===== src/shared/mpc_pkg.sv =====
package mpc_pkg;
  // system clock rate
  localparam int unsigned CLK_HZ = 50_000_000;
  // minimum output hold after a zero or compare hit, in ms
  localparam int unsigned HOLD_TIME_MS = 100;
  localparam logic [7:0] HOLD_MS_COUNT = 8'(HOLD_TIME_MS);
  // hold prescaler: one tick per millisecond
  localparam int unsigned MS_HZ = 1000;
  localparam int unsigned MS_CYCLES = CLK_HZ / MS_HZ;
  // reference ticks for pulse-width modes
  localparam int unsigned FREF_FIXED_HZ = 50_000;
  localparam int unsigned FREF_10M_HZ = 10_000_000;
  localparam int unsigned FREF_1M_HZ = 1_000_000;
  localparam int unsigned FREF_100K_HZ = 100_000;
  localparam int unsigned FREF_10K_HZ = 10_000;
  localparam logic [15:0] FIXED_CYC = 16'(CLK_HZ / FREF_FIXED_HZ);
  localparam logic [15:0] REF_10M_CYC = 16'(CLK_HZ / FREF_10M_HZ);
  localparam logic [15:0] REF_1M_CYC = 16'(CLK_HZ / FREF_1M_HZ);
  localparam logic [15:0] REF_100K_CYC = 16'(CLK_HZ / FREF_100K_HZ);
  localparam int unsigned REF_10K_CYC = CLK_HZ / FREF_10K_HZ;
  // reference tick selector codes
  localparam logic [1:0] FREF_SEL_10M = 2'h0;
  localparam logic [1:0] FREF_SEL_1M = 2'h1;
  localparam logic [1:0] FREF_SEL_100K = 2'h2;
  // counting modes
  localparam logic [4:0] MODE_UPDOWN32 = 5'h00;
  localparam logic [4:0] MODE_ENC1 = 5'h01;
  localparam logic [4:0] MODE_PULSE_FIXED = 5'h06;
  localparam logic [4:0] MODE_GATE_UP = 5'h0c;
  localparam logic [4:0] MODE_GATE_DN = 5'h0d;
  localparam logic [4:0] MODE_RLD_UP = 5'h0e;
  localparam logic [4:0] MODE_RLD_DN = 5'h0f;
  localparam logic [4:0] MODE_FREQ_GATE = 5'h12;
  localparam logic [4:0] MODE_PERIOD_GATE = 5'h13;
  localparam logic [4:0] MODE_PULSE_LOW_DIR = 5'h14;
  localparam logic [4:0] MODE_PULSE_LOW_GATE = 5'h15;
  localparam logic [4:0] MODE_PULSE_HIGH_GATE = 5'h16;
  localparam logic [4:0] MODE_LAST = 5'h1a;
  // highest plain mode per hardware revision
  localparam logic [3:0] REV_BASE = 4'h3;
  localparam logic [3:0] REV_EXT = 4'h4;
  localparam logic [3:0] REV_MEAS = 4'h5;
  localparam logic [3:0] REV_PULSE = 4'h6;
  localparam logic [4:0] LAST_BASE = 5'h05;
  localparam logic [4:0] LAST_EXT = 5'h11;
  localparam logic [4:0] LAST_MEAS = 5'h13;
  localparam logic [4:0] FIRST_PW = 5'h14;
  // register byte offsets
  localparam logic [4:0] REG_CTRL = 5'h00;
  localparam logic [4:0] REG_COMPARE = 5'h04;
  localparam logic [4:0] REG_RELOAD = 5'h08;
  localparam logic [4:0] REG_COUNT = 5'h0c;
  localparam logic [4:0] REG_RESULT = 5'h10;
  localparam logic [4:0] REG_STATUS = 5'h14;
  localparam logic [4:0] REG_VERSION = 5'h18;
  // field positions
  localparam int CTRL_MODE_LSB = 0;
  localparam int CTRL_FREF_LSB = 8;
  localparam int ST_OUT = 0;
  localparam int ST_MGATE = 1;
  localparam int ST_NEW = 2;
  localparam int ST_MEAS = 3;
  localparam int ST_MODE_OK = 4;
  localparam int ST_RUN = 5;
  // field inputs, carried together
  typedef struct packed {
    logic clear;
    logic stop;
    logic start;
    logic gate;
    logic dir_b;
    logic clk_a;
  } field_s;
  // pulse-width measurement states
  typedef enum logic {PW_IDLE, PW_MEASURE} pw_state_e;
endpackage : mpc_pkg


===== src/multimode_pulse_counter.sv =====
// The placing of the registers and the Avalon-MM register port were left to the implementer.
`timescale 1ns/1ps
module multimode_pulse_counter #(
  parameter logic [3:0] REVISION = 4'h7,
  parameter logic [15:0] MS_CYCLES_P = 16'(mpc_pkg::MS_CYCLES),
  parameter logic [15:0] REF_10K_CYCLES_P = 16'(mpc_pkg::REF_10K_CYC)
) (
  // clock and reset
  input wire logic clk_sys,
  input wire logic rst_n,
  // avalon-mm slave
  input wire logic [4:0] avs_address,
  input wire logic avs_read,
  input wire logic avs_write,
  input wire logic [31:0] avs_writedata,
  input wire logic [3:0] avs_byteenable,
  output logic [31:0] avs_readdata,
  output logic avs_waitrequest,
  // field side
  input wire mpc_pkg::field_s field_in,
  output logic count_out_active,
  output logic meas_gate_out
);
  import mpc_pkg::*;

  // true when the revision offers the mode
  function automatic logic mode_allowed(logic [4:0] m, logic [3:0] rev);
    mode_allowed = (m <= LAST_BASE && rev >= REV_BASE) || (m <= LAST_EXT && rev >= REV_EXT) ||
                   (m <= LAST_MEAS && rev >= REV_MEAS) ||
                   ((m == MODE_PULSE_FIXED || (m >= FIRST_PW && m <= MODE_LAST)) && rev >= REV_PULSE);
  endfunction : mode_allowed

  // merge a bus write into a register by byte lanes
  function automatic logic [31:0] be_merge(logic [31:0] old, logic [31:0] wd, logic [3:0] be);
    be_merge = old;
    for (int i = 0; i < 4; i++) begin
      if (be[i]) be_merge[i*8 +: 8] = wd[i*8 +: 8];
    end
  endfunction : be_merge

  // one step of the chained counter: low half ripples its carry or borrow into the high half
  function automatic logic [31:0] chain_step(logic [31:0] v, logic down);
    logic [16:0] lo;
    logic [15:0] hi;
    lo = down ? {1'b0, v[15:0]} - 17'h1 : {1'b0, v[15:0]} + 17'h1;
    hi = down ? v[31:16] - {15'h0, lo[16]} : v[31:16] + {15'h0, lo[16]};
    chain_step = {hi, lo[15:0]};
  endfunction : chain_step

  // synchroniser stages; sync_a is read only by sync_b
  field_s sync_a;
  field_s sync_b;
  field_s prev; // last synchronised sample, for edges

  always_ff @(posedge clk_sys) begin
    if (!rst_n) begin
      sync_a <= '0;
      sync_b <= '0;
      prev <= '0;
    end else begin
      sync_a <= field_in;
      sync_b <= sync_a;
      prev <= sync_b;
    end
  end

  logic a_rise; // input a rising
  logic a_fall; // input a falling
  logic clr; // clear level
  assign a_rise = sync_b.clk_a & ~prev.clk_a;
  assign a_fall = ~sync_b.clk_a & prev.clk_a;
  assign clr = sync_b.clear;

  // control registers
  logic [4:0] mode;
  logic [1:0] fref_sel;
  logic [31:0] compare;
  logic [31:0] reload;
  logic [4:0] next_mode;
  logic [1:0] next_fref_sel;
  logic [31:0] next_compare;
  logic [31:0] next_reload;
  // bus state
  logic [31:0] next_readdata;
  logic next_waitrequest;
  // counting state
  logic [31:0] count;
  logic [31:0] result; // last pulse width
  logic result_new; // sticky: a result arrived since last read
  logic run; // start/stop latch
  logic reload_hit; // auto-reload happened last cycle
  pw_state_e pw_state;
  logic [31:0] next_count;
  logic [31:0] next_result;
  logic next_result_new;
  logic next_run;
  logic next_meas_gate;
  logic next_reload_hit;
  pw_state_e next_pw_state;
  // hold timer
  logic [7:0] hold_left; // milliseconds still to hold
  logic [7:0] next_hold_left;
  logic next_out_active;

  logic mode_ok; // mode present in this revision
  logic wr_go; // write accepted this edge
  logic rd_latch; // read data latched this edge
  logic [4:0] word_addr; // aligned byte address
  logic [31:0] ctrl_word;
  logic [31:0] status_word;
  logic pulse_mode;
  logic pw_start; // edge opening a pulse
  logic pw_end; // edge closing a pulse
  logic ref_tick;
  logic ms_tick;
  logic hold_trigger;
  logic [15:0] ref_period;
  logic [31:0] ctrl_merged; // control word with the write's byte lanes applied

  assign mode_ok = mode_allowed(mode, REVISION);
  assign word_addr = {avs_address[4:2], 2'b00};
  assign wr_go = avs_write & ~avs_waitrequest;
  assign rd_latch = avs_read & avs_waitrequest;
  assign pulse_mode = mode_ok && (mode == MODE_PULSE_FIXED || mode == MODE_PULSE_LOW_DIR ||
                      mode == MODE_PULSE_LOW_GATE || mode == MODE_PULSE_HIGH_GATE);
  // high pulse opens on rise, all low-pulse modes open on fall
  assign pw_start = (mode == MODE_PULSE_HIGH_GATE) ? a_rise : a_fall;
  assign pw_end = (mode == MODE_PULSE_HIGH_GATE) ? a_fall : a_rise;
  // a function result cannot be part-selected directly, so the merge gets its own net
  assign ctrl_merged = be_merge(ctrl_word, avs_writedata, avs_byteenable);

  // register views for reads and byte-lane writes
  always_comb begin
    ctrl_word = '0;
    ctrl_word[CTRL_MODE_LSB +: 5] = mode;
    ctrl_word[CTRL_FREF_LSB +: 2] = fref_sel;
    status_word = '0;
    status_word[ST_OUT] = count_out_active;
    status_word[ST_MGATE] = meas_gate_out;
    status_word[ST_NEW] = result_new;
    status_word[ST_MEAS] = (pw_state == PW_MEASURE);
    status_word[ST_MODE_OK] = mode_ok;
    status_word[ST_RUN] = run;
  end

  // reference tick period: fixed in mode 6, selectable otherwise
  always_comb begin
    if (mode == MODE_PULSE_FIXED) begin
      ref_period = FIXED_CYC;
    end else begin
      unique case (fref_sel)
        FREF_SEL_10M: ref_period = REF_10M_CYC;
        FREF_SEL_1M: ref_period = REF_1M_CYC;
        FREF_SEL_100K: ref_period = REF_100K_CYC;
        default: ref_period = REF_10K_CYCLES_P;
      endcase
    end
  end

  // reference time base, phase-aligned to the opening edge
  tick_divider u_ref_tick (
    .clk_sys(clk_sys),
    .rst_n(rst_n),
    .restart(pulse_mode && pw_state == PW_IDLE && pw_start),
    .period(ref_period),
    .tick(ref_tick)
  );

  // millisecond prescaler for the output hold, restarted on every hit
  tick_divider u_ms_tick (
    .clk_sys(clk_sys),
    .rst_n(rst_n),
    .restart(hold_trigger),
    .period(MS_CYCLES_P),
    .tick(ms_tick)
  );

  // bus slave: one wait state, read data latched while waitrequest is high
  always_comb begin
    next_waitrequest = ~((avs_read | avs_write) & avs_waitrequest);
    next_readdata = avs_readdata;
    if (rd_latch) begin
      unique case (word_addr)
        REG_CTRL: next_readdata = ctrl_word;
        REG_COMPARE: next_readdata = compare;
        REG_RELOAD: next_readdata = reload;
        REG_COUNT: next_readdata = count;
        REG_RESULT: next_readdata = result;
        REG_STATUS: next_readdata = status_word;
        REG_VERSION: next_readdata = {28'h0, REVISION};
        default: next_readdata = '0; // unmapped reads as zero
      endcase
    end
  end

  // control registers take writes only on the accepting edge
  always_comb begin
    next_mode = mode;
    next_fref_sel = fref_sel;
    next_compare = compare;
    next_reload = reload;
    if (wr_go && word_addr == REG_CTRL) begin
      next_mode = ctrl_merged[CTRL_MODE_LSB +: 5];
      next_fref_sel = ctrl_merged[CTRL_FREF_LSB +: 2];
    end
    if (wr_go && word_addr == REG_COMPARE) next_compare = be_merge(compare, avs_writedata, avs_byteenable);
    if (wr_go && word_addr == REG_RELOAD) next_reload = be_merge(reload, avs_writedata, avs_byteenable);
  end

  // counting core
  always_comb begin
    logic step_up;
    logic step_dn;
    step_up = 1'b0;
    step_dn = 1'b0;
    next_count = count;
    next_result = result;
    next_result_new = result_new;
    next_run = run;
    next_meas_gate = meas_gate_out;
    next_pw_state = pw_state;
    next_reload_hit = 1'b0;
    // reading the result clears the flag; a completion in the same cycle sets it again
    if (rd_latch && word_addr == REG_RESULT) next_result_new = 1'b0;
    if (sync_b.start) next_run = 1'b1;
    if (sync_b.stop) next_run = 1'b0; // stop wins over start
    if (mode_ok) begin
      unique case (mode)
        MODE_UPDOWN32: begin
          if (a_rise | a_fall) begin
            step_dn = sync_b.dir_b;
            step_up = ~sync_b.dir_b;
          end
        end
        MODE_ENC1: begin
          step_up = a_fall & sync_b.dir_b;
          step_dn = a_rise & sync_b.dir_b;
        end
        MODE_GATE_UP, MODE_RLD_UP: step_up = a_rise & sync_b.gate;
        MODE_GATE_DN, MODE_RLD_DN: step_dn = a_rise & sync_b.gate;
        MODE_FREQ_GATE, MODE_PERIOD_GATE: begin
          // status rises on the first counted clock, falls on the first clock after stop
          if (a_rise) begin
            step_up = run;
            next_meas_gate = run;
          end
        end
        MODE_PULSE_FIXED, MODE_PULSE_LOW_DIR, MODE_PULSE_LOW_GATE, MODE_PULSE_HIGH_GATE: begin
          unique case (pw_state)
            PW_IDLE: begin
              if (pw_start) begin
                next_count = '0;
                next_pw_state = PW_MEASURE;
              end
            end
            PW_MEASURE: begin
              if (pw_end) begin
                next_result = count;
                next_result_new = 1'b1;
                next_pw_state = PW_IDLE;
              end else if (ref_tick) begin
                if (mode == MODE_PULSE_FIXED || mode == MODE_PULSE_LOW_DIR) begin
                  step_dn = sync_b.dir_b;
                  step_up = ~sync_b.dir_b;
                end else begin
                  step_up = sync_b.gate;
                end
              end
            end
          endcase
        end
        default: ;
      endcase
    end
    if (step_up | step_dn) next_count = chain_step(count, step_dn);
    // auto-reload: the counter restarts from the reload value at the compare value
    if ((step_up | step_dn) && (mode == MODE_RLD_UP || mode == MODE_RLD_DN) && next_count == compare) begin
      next_count = reload;
      next_reload_hit = 1'b1;
    end
    // clear has the last word; a pulse in progress is abandoned
    if (clr) begin
      next_count = '0;
      next_pw_state = PW_IDLE;
    end
  end

  // a hit restarts the hold; the output stays while the hit condition lasts
  assign hold_trigger = mode_ok && (((mode == MODE_UPDOWN32 || mode == MODE_ENC1) && count == '0) ||
                        ((mode == MODE_GATE_UP || mode == MODE_GATE_DN) && count == compare) ||
                        reload_hit);

  // hold timer in milliseconds
  always_comb begin
    next_hold_left = hold_left;
    if (hold_trigger) begin
      next_hold_left = HOLD_MS_COUNT;
    end else if (ms_tick && hold_left != '0) begin
      next_hold_left = hold_left - 8'h1;
    end
    next_out_active = hold_trigger | (next_hold_left != '0);
  end

  // all state except the synchronisers and the check counter registered here
  always_ff @(posedge clk_sys) begin
    if (!rst_n) begin
      mode <= MODE_UPDOWN32;
      fref_sel <= FREF_SEL_10M;
      compare <= '0;
      reload <= '0;
      avs_readdata <= '0;
      avs_waitrequest <= 1'b1;
      count <= '0;
      result <= '0;
      result_new <= 1'b0;
      run <= 1'b0;
      meas_gate_out <= 1'b0;
      reload_hit <= 1'b0;
      pw_state <= PW_IDLE;
      hold_left <= '0;
      count_out_active <= 1'b0;
    end else begin
      mode <= next_mode;
      fref_sel <= next_fref_sel;
      compare <= next_compare;
      reload <= next_reload;
      avs_readdata <= next_readdata;
      avs_waitrequest <= next_waitrequest;
      count <= next_count;
      result <= next_result;
      result_new <= next_result_new;
      run <= next_run;
      meas_gate_out <= next_meas_gate;
      reload_hit <= next_reload_hit;
      pw_state <= next_pw_state;
      hold_left <= next_hold_left;
      count_out_active <= next_out_active;
    end
  end

  // cycles since the last hold trigger, saturating
  logic [31:0] hold_age;
  always_ff @(posedge clk_sys) begin
    if (!rst_n) hold_age <= 32'hffffffff;
    else if (hold_trigger) hold_age <= '0;
    else if (hold_age != 32'hffffffff) hold_age <= hold_age + 32'h1;
  end
endmodule : multimode_pulse_counter


===== src/tick_divider.sv =====
`timescale 1ns/1ps
module tick_divider (
  // clock and reset
  input wire logic clk_sys,
  input wire logic rst_n,
  // control
  input wire logic restart,
  input wire logic [15:0] period,
  // one-cycle tick every period cycles
  output logic tick
);
  logic [15:0] cnt; // cycles since last tick
  logic [15:0] next_cnt;
  logic next_tick;

  // restart realigns the phase so a measurement starts on a full period
  always_comb begin
    next_cnt = cnt + 16'h1;
    next_tick = 1'b0;
    if (restart) begin
      next_cnt = '0;
    end else if (cnt >= period - 16'h1) begin
      next_cnt = '0;
      next_tick = 1'b1;
    end
  end

  // register only
  always_ff @(posedge clk_sys) begin
    if (!rst_n) begin
      cnt <= '0;
      tick <= 1'b0;
    end else begin
      cnt <= next_cnt;
      tick <= next_tick;
    end
  end
endmodule : tick_divider

===== config.mk =====
export PLATFORM = sky130hd
export DESIGN_NAME = multimode_pulse_counter
export DESIGN_NICKNAME = d
export VERILOG_FILES = /design/src/shared/mpc_pkg.sv /design/src/multimode_pulse_counter.sv /design/src/tick_divider.sv
export SDC_FILE = /design/constraint.sdc
export NUM_CORES = 1
export LEC_CHECK = 0
export BUFFER_PORTS_ARGS = -buffer_cell sky130_fd_sc_hd__buf_2
export CORE_UTILIZATION = 60
export CTS_BUF_LIST = sky130_fd_sc_hd__clkbuf_8
export CTS_CLUSTER_DIAMETER = 100
export CTS_CLUSTER_SIZE = 28
export DETAILED_ROUTE_END_ITERATION = 10
export GPL_ROUTABILITY_DRIVEN = 0
export PLACE_DENSITY_LB_ADDON = 0.15
export SETUP_SLACK_MARGIN = 0.4
export SYNTH_ARGS = -nofsm -noshare
export SYNTH_HDL_FRONTEND = slang
export SYNTH_SLANG_ARGS = --single-unit

===== constraint.sdc =====
create_clock -name clk_sys -period 9.9 [get_ports clk_sys]
set_clock_uncertainty 0.2 [all_clocks]
set_input_delay 0.99 -clock clk_sys [delete_from_list [all_inputs] [get_ports clk_sys]]
set_output_delay 0.99 -clock clk_sys [all_outputs]
set_load 0.01 [all_outputs]

### Yosys cells after proc, flatten, opt, wreduce, memory -nomap -nowiden

Index checks and enable logic that the tools add are counted.

| word-level totals | value |
|---|---|
| register bits after elaboration | 229 |
| bits in latches | 0 |
| bits in writable memories | 0 |
| ROM bits | 0 |
| input bits | 51 |
| output and inout bits | 35 |
| memories kept | 0 |

| cells by class | value |
|---|---|
| $add $sub $neg | 8 |
| $mul | 0 |
| div/mod/pow operators | 0 |
| $lt $le $gt $ge | 7 |
| eq/ne operators | 21 |
| shift-type cells | 0 |
| multiplexer cells | 41 |
| bitwise gates (word level) | 19 |
| reduce and logical (&&, ||, !) cells | 55 |

Operator list:

| kind | number |
|---|---|
| case mux 32 bit (7 select lines) | 1 |
| 2-to-1 mux 32 bit | 6 |
| equality test 32 bit | 2 |
| case mux 13 bit (3 select lines) | 1 |
| adder 16 x 1 -> 16 bit, second input constant | 2 |
| zero test 32 bit | 1 |
| equality test 5 bit, second input constant | 5 |
| 2-to-1 mux 1 bit | 25 |
| AND reduction 2 bit | 11 |
| equality test 5 x 4 -> 1 bit, second input constant | 4 |
| adder 16 x 1 -> 17 bit, second input constant | 1 |
| 2-to-1 mux 17 bit | 1 |
| subtractor 16 x 1 -> 17 bit, second input constant | 1 |
| adder 16 x 1 -> 16 bit | 1 |
| >= comparator 16 bit | 1 |
| >= comparator 16 bit, second input constant | 1 |
| 2-to-1 mux 16 bit | 1 |
| 2-to-1 mux 8 bit | 2 |
| nonzero test 8 bit | 2 |
| subtractor 16 x 1 -> 16 bit | 1 |
| <= comparator 5 bit, second input constant | 3 |
| logical AND 1 bit | 14 |
| OR reduction 2 bit | 7 |
| subtractor 13 x 1 -> 14 bit, second input constant | 1 |
| 24 further kinds | 56 |

### Longest topological paths before layout

Gate-level depths: netlist of run 1.

| logic depth | value |
|---|---|
| depth in word-level cells | 15 |
| gate-level depth with buffers | 34 |
| gate-level depth less buffers | 30 |

### Cells and area by module

From an unflattened synthesis of run 1, not the netlist that was laid out.

| second synthesis, totals | value |
|---|---|
| cells, all modules | 1908 |
| area total of the unflattened synthesis | 15865.2 µm² |

Modules (own cells, without submodules):

| module | instances | cells an instance | area an instance (µm²) | seq. area each (µm²) |
|---|---|---|---|---|
| multimode_pulse_counter | 1 | 1597 | 13072.5 | 3903.7 |
| tick_divider (u_ms_tick) | 1 | 156 | 1398.8 | 340.3 |
| tick_divider (u_ref_tick) | 1 | 155 | 1393.8 | 340.3 |

### Least setup slack after synthesis of run 1

OpenSTA, ideal clock, no wires.

| timing path | value |
|---|---|
| path kind | reg2reg |
| start | reg mode[1] |
| end | reg count[0] |
| library setup time | 0.072 ns |
| arrival | 6.961 ns |
| path slack | 2.667 ns |
| cell stages (with the launch flop) | 32 |
| path buffers | 5 |
| period minus slack after synthesis | 7.233 ns |
| cells stage by stage | dfxtp_1 > buf_2 > nor4_2 > nand2_1 > o32a_1 > o21a_1 > inv_1 > ha_1 > clkbuf_1 > a21oi_1 > o211ai_1 > or2_2 > o21ai_0 > nand2_1 > a21o_1 > a21o_1 > ha_1 > clkbuf_1 > inv_1 > ha_1 > nor2b_1 > o32a_1 > nor4b_1 > a211oi_1 > or2_2 > a221o_1 > a311oi_1 > and4b_1 > and4b_1 > buf_4 > buf_6 > mux2i_1 |

| between the ends | value |
|---|---|
| cells in the longest elaborated chain, start to end | 15 |
| elaborated cells on any way between the ends | 56 |

RTL lines:

| what | line | RTL |
|---|---|---|
| from (decl) | multimode_pulse_counter.sv:75 | `logic [4:0] mode;` |
| from (signal assigned) | multimode_pulse_counter.sv:323 | `mode <= next_mode;` |
| equality test 5 x 3 -> 1 bit / equality test 5 bit (equally long branches) | multimode_pulse_counter.sv:30, multimode_pulse_counter.sv:228, multimode_pulse_counter.sv:262 |  |
| logical OR 1 bit | multimode_pulse_counter.sv:262 | `if (mode == MODE_PULSE_FIXED \|\| mode == MODE_PULSE_LOW_DIR) begin` |
| 2-to-1 mux 1 bit | multimode_pulse_counter.sv:262 |  |
| 2-to-1 mux 1 bit | multimode_pulse_counter.sv:261 | `end else if (ref_tick) begin` |
| 2-to-1 mux 1 bit | multimode_pulse_counter.sv:257 | `if (pw_end) begin` |
| 2-to-1 mux 1 bit | multimode_pulse_counter.sv:249 | `unique case (pw_state)` |
| case mux 1 bit (4 select lines) | multimode_pulse_counter.sv:228 | `unique case (mode)` |
| 2-to-1 mux 1 bit | multimode_pulse_counter.sv:227 | `if (mode_ok) begin` |
| 2-to-1 mux 17 bit | multimode_pulse_counter.sv:45 | `lo = down ? {1'b0, v[15:0]} - 17'h1 : {1'b0, v[15:0]} + 17'h1;` |
| adder 16 x 1 -> 16 bit / subtractor 16 x 1 -> 16 bit (equally long branches) | multimode_pulse_counter.sv:46 | `hi = down ? v[31:16] - {15'h0, lo[16]} : v[31:16] + {15'h0, lo[16]};` |
| 2-to-1 mux 16 bit | multimode_pulse_counter.sv:46 |  |
| 2-to-1 mux 32 bit | multimode_pulse_counter.sv:275 | `if (step_up \| step_dn) next_count = chain_step(count, step_dn);` |
| equality test 32 bit | multimode_pulse_counter.sv:277 | `if ((step_up \| step_dn) && (mode == MODE_RLD_UP \|\| mode == MODE_RLD_DN) && next_count == compare) begin` |
| logical AND 1 bit | multimode_pulse_counter.sv:277 |  |
| 2-to-1 mux 32 bit * | multimode_pulse_counter.sv:277 |  |
| to (signal assigned) | multimode_pulse_counter.sv:329 | `count <= next_count;` |
| to (decl) | multimode_pulse_counter.sv:87 | `logic [31:0] count;` |

Every way passes the cells marked *; elsewhere a longest branch is shown, timed or not.
A chain may end at the register's enable or synchronous reset.

### Worst setup path in the final report of run 1

| timing path | value |
|---|---|
| start | reg mode[2] |
| end | reg count[17] |

Same word-level chain as after synthesis.

==> metrics.txt, run 1 <==
Clock Pin Slew Worst Setup and Hold Paths between 0.15 and 0.2 ns; n_diodes 0; Post-Syn Instances about 1800; syn avg cell area 7.979 µm²; ys async rst share 0%; WHS Path Cells 1; residual DRC count 0; post-route minimum period ~9.0 ns; iteration-0 DRC count of the detailed router 1525; fmax 0.1109 GHz; Mapped Nets 1871; Clk Latency, worst-skew pair 0.57 ns; Rows 55; Die ar. approximately 0.024 mm²; Yosys warnings 0; Pwr Density 103.4 mW/mm²; io pins 86; Root Driver clkbuf_8; WL/cell 19.99 µm; maximum root-to-sink buffer count 3; cell with the largest stage delay on the worst path dfxtp_1; hold wc startpoint sync_b[4]; sequential fraction of the synthesis area 32.40%; Final Setup Violations 0; vias in the first global route 12220; # clock sinks 229; worst hold path class reg2reg; largest net degree at the start of global routing 92; worst setup path start mode[2]; Rel. slew slack 20.56%; Horiz. Die Dim 155.6 µm; crit start category register; post-synth cell types 88; vias around 13000; Hold Buf Count CTS 0; first-pass GRT wire length 65490 µm; fin crit share 91.07%; metal3 WL 4478 µm; total CTS buffers 12; Port Buf Inserts 83; RR Endpoint count[17]; slowest stage delay, CP 0.62 ns; outcome completed; commonest cells after routing, fill and taps aside dfxtp_1 (229), nor2_1 (214), nand2_1 (198), a21oi_1 (126), mux2i_1 (111); Crit Reg-Reg Startpoint mode[2]; wire length on met1 about 18000 µm; Core Box Area 0.02285 mm²; GRT Total Usage around a third; Max-Cap Viols 0; Routed Antenna Nets 0; max-slew violation count 0; die extent in y between 150 and 200 µm; Setup crit end kind register; TritonRoute pass-1 iters 5; Area Overhead vs Synth 4.661%; Worst Tran Pin Value 1.192 ns; crit path max fanout 18; share of layout cells above drive strength 1 8.669%; #FFs+latches synth 229; WP data arrival 9.29 ns; worst path required time 10.18 ns; top routing layer in use met4; worst reg2reg path depth 29; htree depth 1; DR vias/cell 6.421; RSZ-0062 raised after global routing no; Util after Layout between 60% and 70%; Mapped Area 0.01415 mm²; setup_tns 0 ns; Leakage 5.578 nW; Initial Util 61.92%; met2 WL 17950 µm; r2r setup slk around 0.88 ns; CP bufs+invs 5; maximum vdd drop 0.1138 mV; Nets roughly 1900; critical path class reg2reg; initial antenna violation count 1; CTS tree built; CP top delay family compound AO/OA/AOI/OAI gates; number of fill cells around 2000; Overflow after GRT 0; Final HPWL DP about 30000 µm; Crit path top cell by count inv_1; Post-synth EDFFs 0; final wirelength ~42000 µm; commonest non-fill, non-tap cell in the layout dfxtp_1; Worst Hold Path EP run; top_reg_cell synth dfxtp_1; endpoints failing hold 0
[per-stage QoR]
stage | setup slack [ns] | std cells | total power, mW | hold slack [ns] | cell area, µm²
final | 0.8838 | 2078 | 1.532 | 0.1966 | 14810
after detailed placement | 1.095 | 2062 | 1.110 | 0.1939 | 14590
after global routing | 0.4228 | 2078 | 1.585 | 0.2269 | 14810
after global placement | 1.384 | 2062 | 1.107 | 0.1758 | 14590
after floorplan | 2.667 | 1773 | 1.061 | 0.1732 | 14150
after CTS | 1.016 | 2078 | 1.534 | 0.2013 | 14800
[cell usage after synthesis, types with 8 or more instances]
master    count  share of area (%)
nand2_1     198                5.3
nor2b_1      22               0.97
nand2b_1     12               0.53
nand3_1      48                1.7
o21a_1       13               0.69
nand4_1      24                1.1
xor2_1       57                3.5
buf_6         8               0.64
and3_1       26                1.1
a21o_1       16               0.85
buf_1        17               0.45
o211ai_1     17               0.90
inv_1        49                1.3
clkbuf_1     91                2.4
mux2i_1     111                7.9
o21ai_0      54                1.9
a21oi_1     126                4.5
nor3_1       32                1.1
o31ai_1      11               0.58
dfxtp_1     229                 32
a31oi_1      20               0.88
xnor2_1      38                2.4
a22oi_1      59                3.1
a211oi_1     17               0.90
and2_1       21               0.93
ha_1         45                4.0
nor2_1      215                5.7
or3_1        14               0.62
nor4_1       23                1.0
[kinds of logic after synthesis]
group	Yosys count	share of synthesized area, %
AOI/OAI and AO/OA	423	20.24
other	1	0.02651
buffers and inverters	174	5.156
muxes	117	8.490
DFF	229	32.40
adders and majority gates	47	4.263
and+or+nand+nor	684	23.06
xor gates and xnor gates	98	6.368
[worst max-delay path by stage]
| stage | endpoint | cells past startpoint |
|---|---|---|
| 4_1_cts | count[17] | 29 |
| 3_3_place_gp | count[9] | 29 |
| 5_1_grt | count[17] | 29 |
| 2_1_floorplan | count[0] | 31 |
| 6_report | count[17] | 29 |
| 3_5_place_dp | count[1] | 29 |
[layer usage]
layer,global-route usage (%),up-vias
met4,12.84,0
met3,7.361,109
met1,47.28,6268
met5,0,-
met2,51.48,664
li1,-,6302
[power breakdown]
part           total, mW  internal, mW  switching (mW)
clock network      0.436         0.135           0.301
registers          0.945         0.932          0.0126
logic              0.151        0.0474           0.104
[area by class of cell]
cell class              instances  area [µm²]  area share (%)
clock inverters                 2       25.02          0.1690
well taps                     313       391.6           2.645
inverters                      49       186.4           1.259
repair buffers                101       563.0           3.803
multi-input cells            1370        8864           59.86
clock buffers                  14       192.7           1.301
flip-flops and latches        229        4584           30.96
[worst register-to-register path: cells and delay by family (launching register included)]
| kind | cells | cell delay [ns] |
|---|---|---|
| AO/OA/AOI/OAI | 11 | 3.39 |
| AND/OR/NAND/NOR | 8 | 2.50 |
| adder cells (fa/ha/maj) | 4 | 1.23 |
| buffers and inverters | 5 | 0.78 |
| flip-flops | 1 | 0.62 |
| multiplexers | 1 | 0.21 |
[registers in the layout, summed over array words and instances, names as in the netlist, 2 cells and up]
register,cells
avs_readdata,32
compare,32
count,32
reload,32
result,32
u_ms_tick.cnt,16
u_ref_tick.cnt,16
hold_left,8
sync_a,6
mode,5
sync_b,5
fref_sel,2
[timing repair]
item,4_1_cts,5_1_grt
setup endpoints to repair,0,4
resized for setup,0,1
buffers inserted,0,0
No activity file was read; power rests on OpenSTA's default activity.
==> run 2, diff against run 1 <==
- CORE_MARGIN: default -> 8
==> run 2 against run 1 <==
Net effect: sequential cell count did not move; register-to-register slack better by 0.35 ns; clock-buffer cell count decreased by 1; cell area up 0.41%; worst setup slack gained 0.35 ns.
==> metrics.txt, run 2 (synthesized netlist as in run 1, its figures left out) <==
Clock Pin Slew Worst Setup and Hold Paths ~0.16 ns; residual DRC count 0; Clk Latency, worst-skew pair 0.58 ns; worst path required time 10.15 ns; Final Setup Violations 0; max-slew violation count 0; Rows between 50 and 60; GR met1 Demand/Resource 39.91%; commonest cells after routing, fill and taps aside dfxtp_1 (229), nor2_1 (214), nand2_1 (198), a21oi_1 (126), mux2i_1 (111); Die ar. 0.02875 mm²; hold_ws 0.1988 ns; WP data arrival 8.92 ns; endpoints failing hold 0; Core Box Area 0.02333 mm²; first-pass GRT wire length ~66000 µm; setup slack at placement 1.523 ns; Tot Pwr 1.553 mW; Max-Cap Viols 0; number of fill cells 2095; die extent in y between 150 and 200 µm; DR vias/cell 6.331; outcome completed; largest net degree at the start of global routing 101; # clock sinks 229; maximum vdd drop 0.1575 mV; Root Driver clkbuf_8; fin crit share 87.58%; r2r setup slk 1.23 ns; met2 GRT Util a little over two fifths; GRT Total Usage 27.96%; Area Overhead vs Synth 5.086%; Overflow after GRT 0; commonest non-fill, non-tap cell in the layout dfxtp_1; setup_tns 0 ns; n_diodes 0; crit start category register; Leakage 5.607 nW; cell with the largest stage delay on the worst path dfxtp_1; final wirelength 41400 µm; share of layout cells above drive strength 1 under 10%; Rel. slew slack between 20% and 30%; vias in the first global route around 12000; total CTS buffers 13; RSZ-0062 raised after global routing no; WL/cell 19.80 µm; io pins 86; htree depth 1; Setup crit end kind register; vias roughly 13000; fmax 0.1153 GHz; worst setup slack after layout 1.230 ns; post-route minimum period between 8 and 9 ns; iteration-0 DRC count of the detailed router ~1400; Nets 1866; slowest stage delay, CP about 0.70 ns; Post-CTS Resized 0; Routed Antenna Nets 0; Pwr Density 104.5 mW/mm²; setup bufs post-CTS 0; GRT Max-Usage Layer met2; worst hold path class reg2reg; met3 usage 3.722%; Horiz. Die Dim 169.6 µm; Final HPWL DP 30310 µm; Port Buf Inserts 83; Hold Buf Count CTS 0; maximum root-to-sink buffer count 3; crit path max fanout 16; Initial Util roughly three fifths; CTS tree built; critical path class reg2reg; initial antenna violation count 1; TritonRoute pass-1 iters 6; Worst Tran Pin Value 1.061 ns
run 2: changes by cell type in the layout (fill, tap and decap cells not counted), sizes merged:
cell,before,now
buf,101,105
inv,50,52
clkinvlp,0,2
clkbuf,14,13
run 2: worst max-delay path, delay by kind of cell (launching register included):
family,cells,cell delay [ns]
flip-flops,1,0.70
XOR/XNOR,1,0.19
multiplexers,1,0.22
buffers and inverters,4,1.12
AND/OR/NAND/NOR,8,1.69
adder cells (fa/ha/maj),3,0.89
AO/OA/AOI/OAI,11,3.47
run 2: final cells by class:
cell class              count  area, µm²  area share [%]
multi-input cells        1370       8861           59.60
flip-flops and latches    229       4584           30.84
repair buffers            105      580.6           3.905
well taps                 319      399.1           2.685
inverters                  49      186.4           1.254
clock buffers              13      178.9           1.204
clock inverters             6      76.32          0.5134
run 2: layer usage:
layer  vias to the layer above  routed length (µm)
met5                         -                  13
met4                         2                1215
met3                        72                3755
met2                       581               18210
met1                      6270               18200
li1                       6313                   -
run 2: where the power goes:
| part | internal (mW) | switching [mW] |
|---|---|---|
| Sequential | 0.932 | 0.0127 |
| Combinational | 0.0476 | 0.102 |
| Clock | 0.138 | 0.321 |
| Total | 1.12 | 0.436 |
run 2: metrics by stage:
step / instance area [µm²] / utilization (%) / std cells
2_1_floorplan: 14150 / - / 1773
3_3_place_gp: 14610 / 62.62 / 2072
3_5_place_dp: 14610 / 62.62 / 2072
4_1_cts: 14870 / 63.72 / 2091
5_1_grt: 14870 / 63.72 / 2091
6_report: 14870 / 63.72 / 2091
run 2: path summary, 6_finish.rpt:
check | from | to | cells past startpoint
min reg2reg | sync_b[4] | run | 1
min | sync_b[4] | run | 1
max | mode[0] | count[28] | 28
max reg2reg | mode[0] | count[28] | 28
==> run 3, diff against run 2 <==
- ABC_AREA: default -> 1
- CORE_UTILIZATION: 60 -> 30
==> run 3 against run 2 <==
Net effect: sequential cell count unchanged; wire length rose by 16%; cell count up 30%; global-route usage fell by 10 points; critical path type unchanged; largest cell class unchanged; largest power group unchanged; highest routed layer is now met4.
==> metrics.txt, run 3 <==
outcome completed; Die ar. 0.05197 mm²; setup_tns 0 ns; Crit path top cell by count nand2_1; setup slack at placement 2.144 ns; critical path class reg2reg; Placed Cells 2695; vias in the first global route around 13000; commonest non-fill, non-tap cell in the layout nand2_1; Mapped Nets 2179; Leakage 6.481 nW; hold wc startpoint sync_b[4]; largest net degree at the start of global routing 75; post-route minimum period 7.889 ns; # clock sinks 229; Hold Buf Count CTS 0; Routed Antenna Nets 0; Post-CTS Resized 0; r2r setup slk 2.01 ns; power share of the clock group 26.3%; max-slew violation count 0; Crit Reg-Reg Startpoint mode[4]; Area Overhead vs Synth 9.088%; Mapped Area 0.01348 mm²; commonest cells after routing, fill and taps aside nand2_1 (484), inv_1 (285), dfxtp_1 (229), nor2_1 (188), a21oi_1 (188); top_reg_cell synth dfxtp_1; Comb pwr share 21.7%; Clk Latency, worst-skew pair 0.59 ns; maximum vdd drop 0.06627 mV; Post-synth EDFFs 0; WHS Path Cells 1; slowest stage delay, CP 0.66 ns; Post-Syn Instances 2081; fin crit share 79.69%; Util after Layout 33.18%; Area after DPL 0.01444 mm²; share of layout cells above drive strength 1 6.780%; io pins 86; Setup crit end kind register; crit start category register; final wirelength 48000 µm; maximum root-to-sink buffer count 3; DR vias/cell 4.996; most frequent cell after synthesis nand2_1; setup bufs post-CTS 0; Yosys warnings 0; crit path max fanout 25; Max-Cap Viols 0; Reg power frac 52.0%; Yosys top cell by area dfxtp_1; hold_ws 0.1993 ns; worst setup slack after layout 2.011 ns; Root Driver clkbuf_8; vias 13570; Nets 2216; Tot Pwr 1.861 mW; fmax 0.1268 GHz; Rel. slew slack 31.74%; first-pass GRT wire length between 70000 and 80000 µm; syn avg cell area 6.477 µm²; Final HPWL DP 34290 µm; ys async rst share 0%; Worst Hold Path EP run; Worst Tran Pin Value 1.020 ns; Commonest cells post-synth nand2_1 (485), inv_1 (285), dfxtp_1 (229); final cell count without fillers 2717; sequential fraction of the synthesis area 34.01%; GRT Total Usage 17.63%; htree depth 1; CTS tree built; Sw Share between 30% and 40%; final instance area between 0.01 and 0.015 mm²; endpoints failing hold 0; net switching power 0.6469 mW; Final Setup Violations 0; Clock Pin Slew Worst Setup and Hold Paths 0.17 ns; Port Buf Inserts 83; Overflow after GRT 0; Rows 77; number of fill cells between 5000 and 6000; worst hold path class reg2reg; die extent in y 228.0 µm; WL/cell 17.67 µm; cell with the largest stage delay on the worst path ha_1; WP data arrival about 8.2 ns; cell-internal power 1.214 mW; Synth top area share 34.01%; Core Box Area 0.04432 mm²; worst reg2reg path depth 38; total CTS buffers 13; post-synth cell types 46; RSZ-0062 raised after global routing no; iteration-0 DRC count of the detailed router 873; Synth area leaders dfxtp_1 (34%), nand2_1 (14%), inv_1 (7.9%), a21oi_1 (7.0%), nand3_1 (5.7%); #FFs+latches synth 229; Initial Util a little under a third; Pwr Density 126.6 mW/mm²; worst path required time 10.21 ns; TritonRoute pass-1 iters 7; RR Endpoint count[27]; Horiz. Die Dim 228.0 µm; initial antenna violation count 1; residual DRC count 0
## run 3: cell types whose count changed after synthesis, moves of 59 or more
cell,previous run,this run
inv_1,49,285
nand3_1,48,154
a22oi_1,59,0
nand2_1,198,485
a21oi_1,126,188
mux2i_1,111,0
o21ai_0,54,153
## run 3: worst max path at each step
stage / to / from / cells after the start
global placement: count[30] / mode[4] / 38
floorplan: count[0] / mode[4] / 39
global route: count[25] / mode[4] / 38
CTS: count[27] / mode[4] / 38
detailed placement: count[19] / mode[4] / 38
finish: count[27] / mode[4] / 38
## run 3: power groups by stage
stage	logic [mW]	registers (mW)	clock network [mW]
global placement	0.400	0.986	0
global route	0.456	0.971	0.542
CTS	0.403	0.967	0.514
detailed placement	0.401	0.987	0
floorplan	0.272	0.980	0
finish	0.404	0.967	0.490
## run 3: cell type report
cell class / count / area (µm²) / area share (%)
multi-input combinational: 1481 / 7463 / 50.76
tap: 592 / 740.7 / 5.037
inverter: 291 / 1092 / 7.429
clock inverter: 7 / 67.56 / 0.4595
clock buffer: 14 / 192.7 / 1.310
timing repair buffer: 102 / 560.5 / 3.812
sequential: 229 / 4584 / 31.18
antenna: 1 / 2.502 / 0.01702
## run 3: logic make-up (layout without fill, tap and decap cells)
family / after synthesis / in the layout / share of synthesized area, %
adders and majority gates: 47 / 47 / 4.474
DFF: 229 / 229 / 34.01
buffers and inverters: 371 / 414 / 10.70
AOI/OAI and AO/OA: 426 / 426 / 16.91
and+or+nand+nor: 953 / 953 / 30.36
other: 1 / 2 / 0.02782
xor gates and xnor gates: 54 / 54 / 3.509
## run 3: critical path: cells and delay by family (launching register included)
family / cells / cell delay, ns
AOI/OAI and AO/OA: 4 / 0.59
adders and majority gates: 3 / 1.61
buffers and inverters: 4 / 0.87
DFF: 1 / 0.51
and+or+nand+nor: 27 / 3.99
## run 3: metal layers
metal  GRT usage, %  vias to the layer above  share of wire, %
met3          1.948                       45               4.1
met4          3.690                        0               1.7
met2          31.36                      292                49
met1          22.74                     6375                46
li1               -                     6861                 -
met5              0                        -                 0
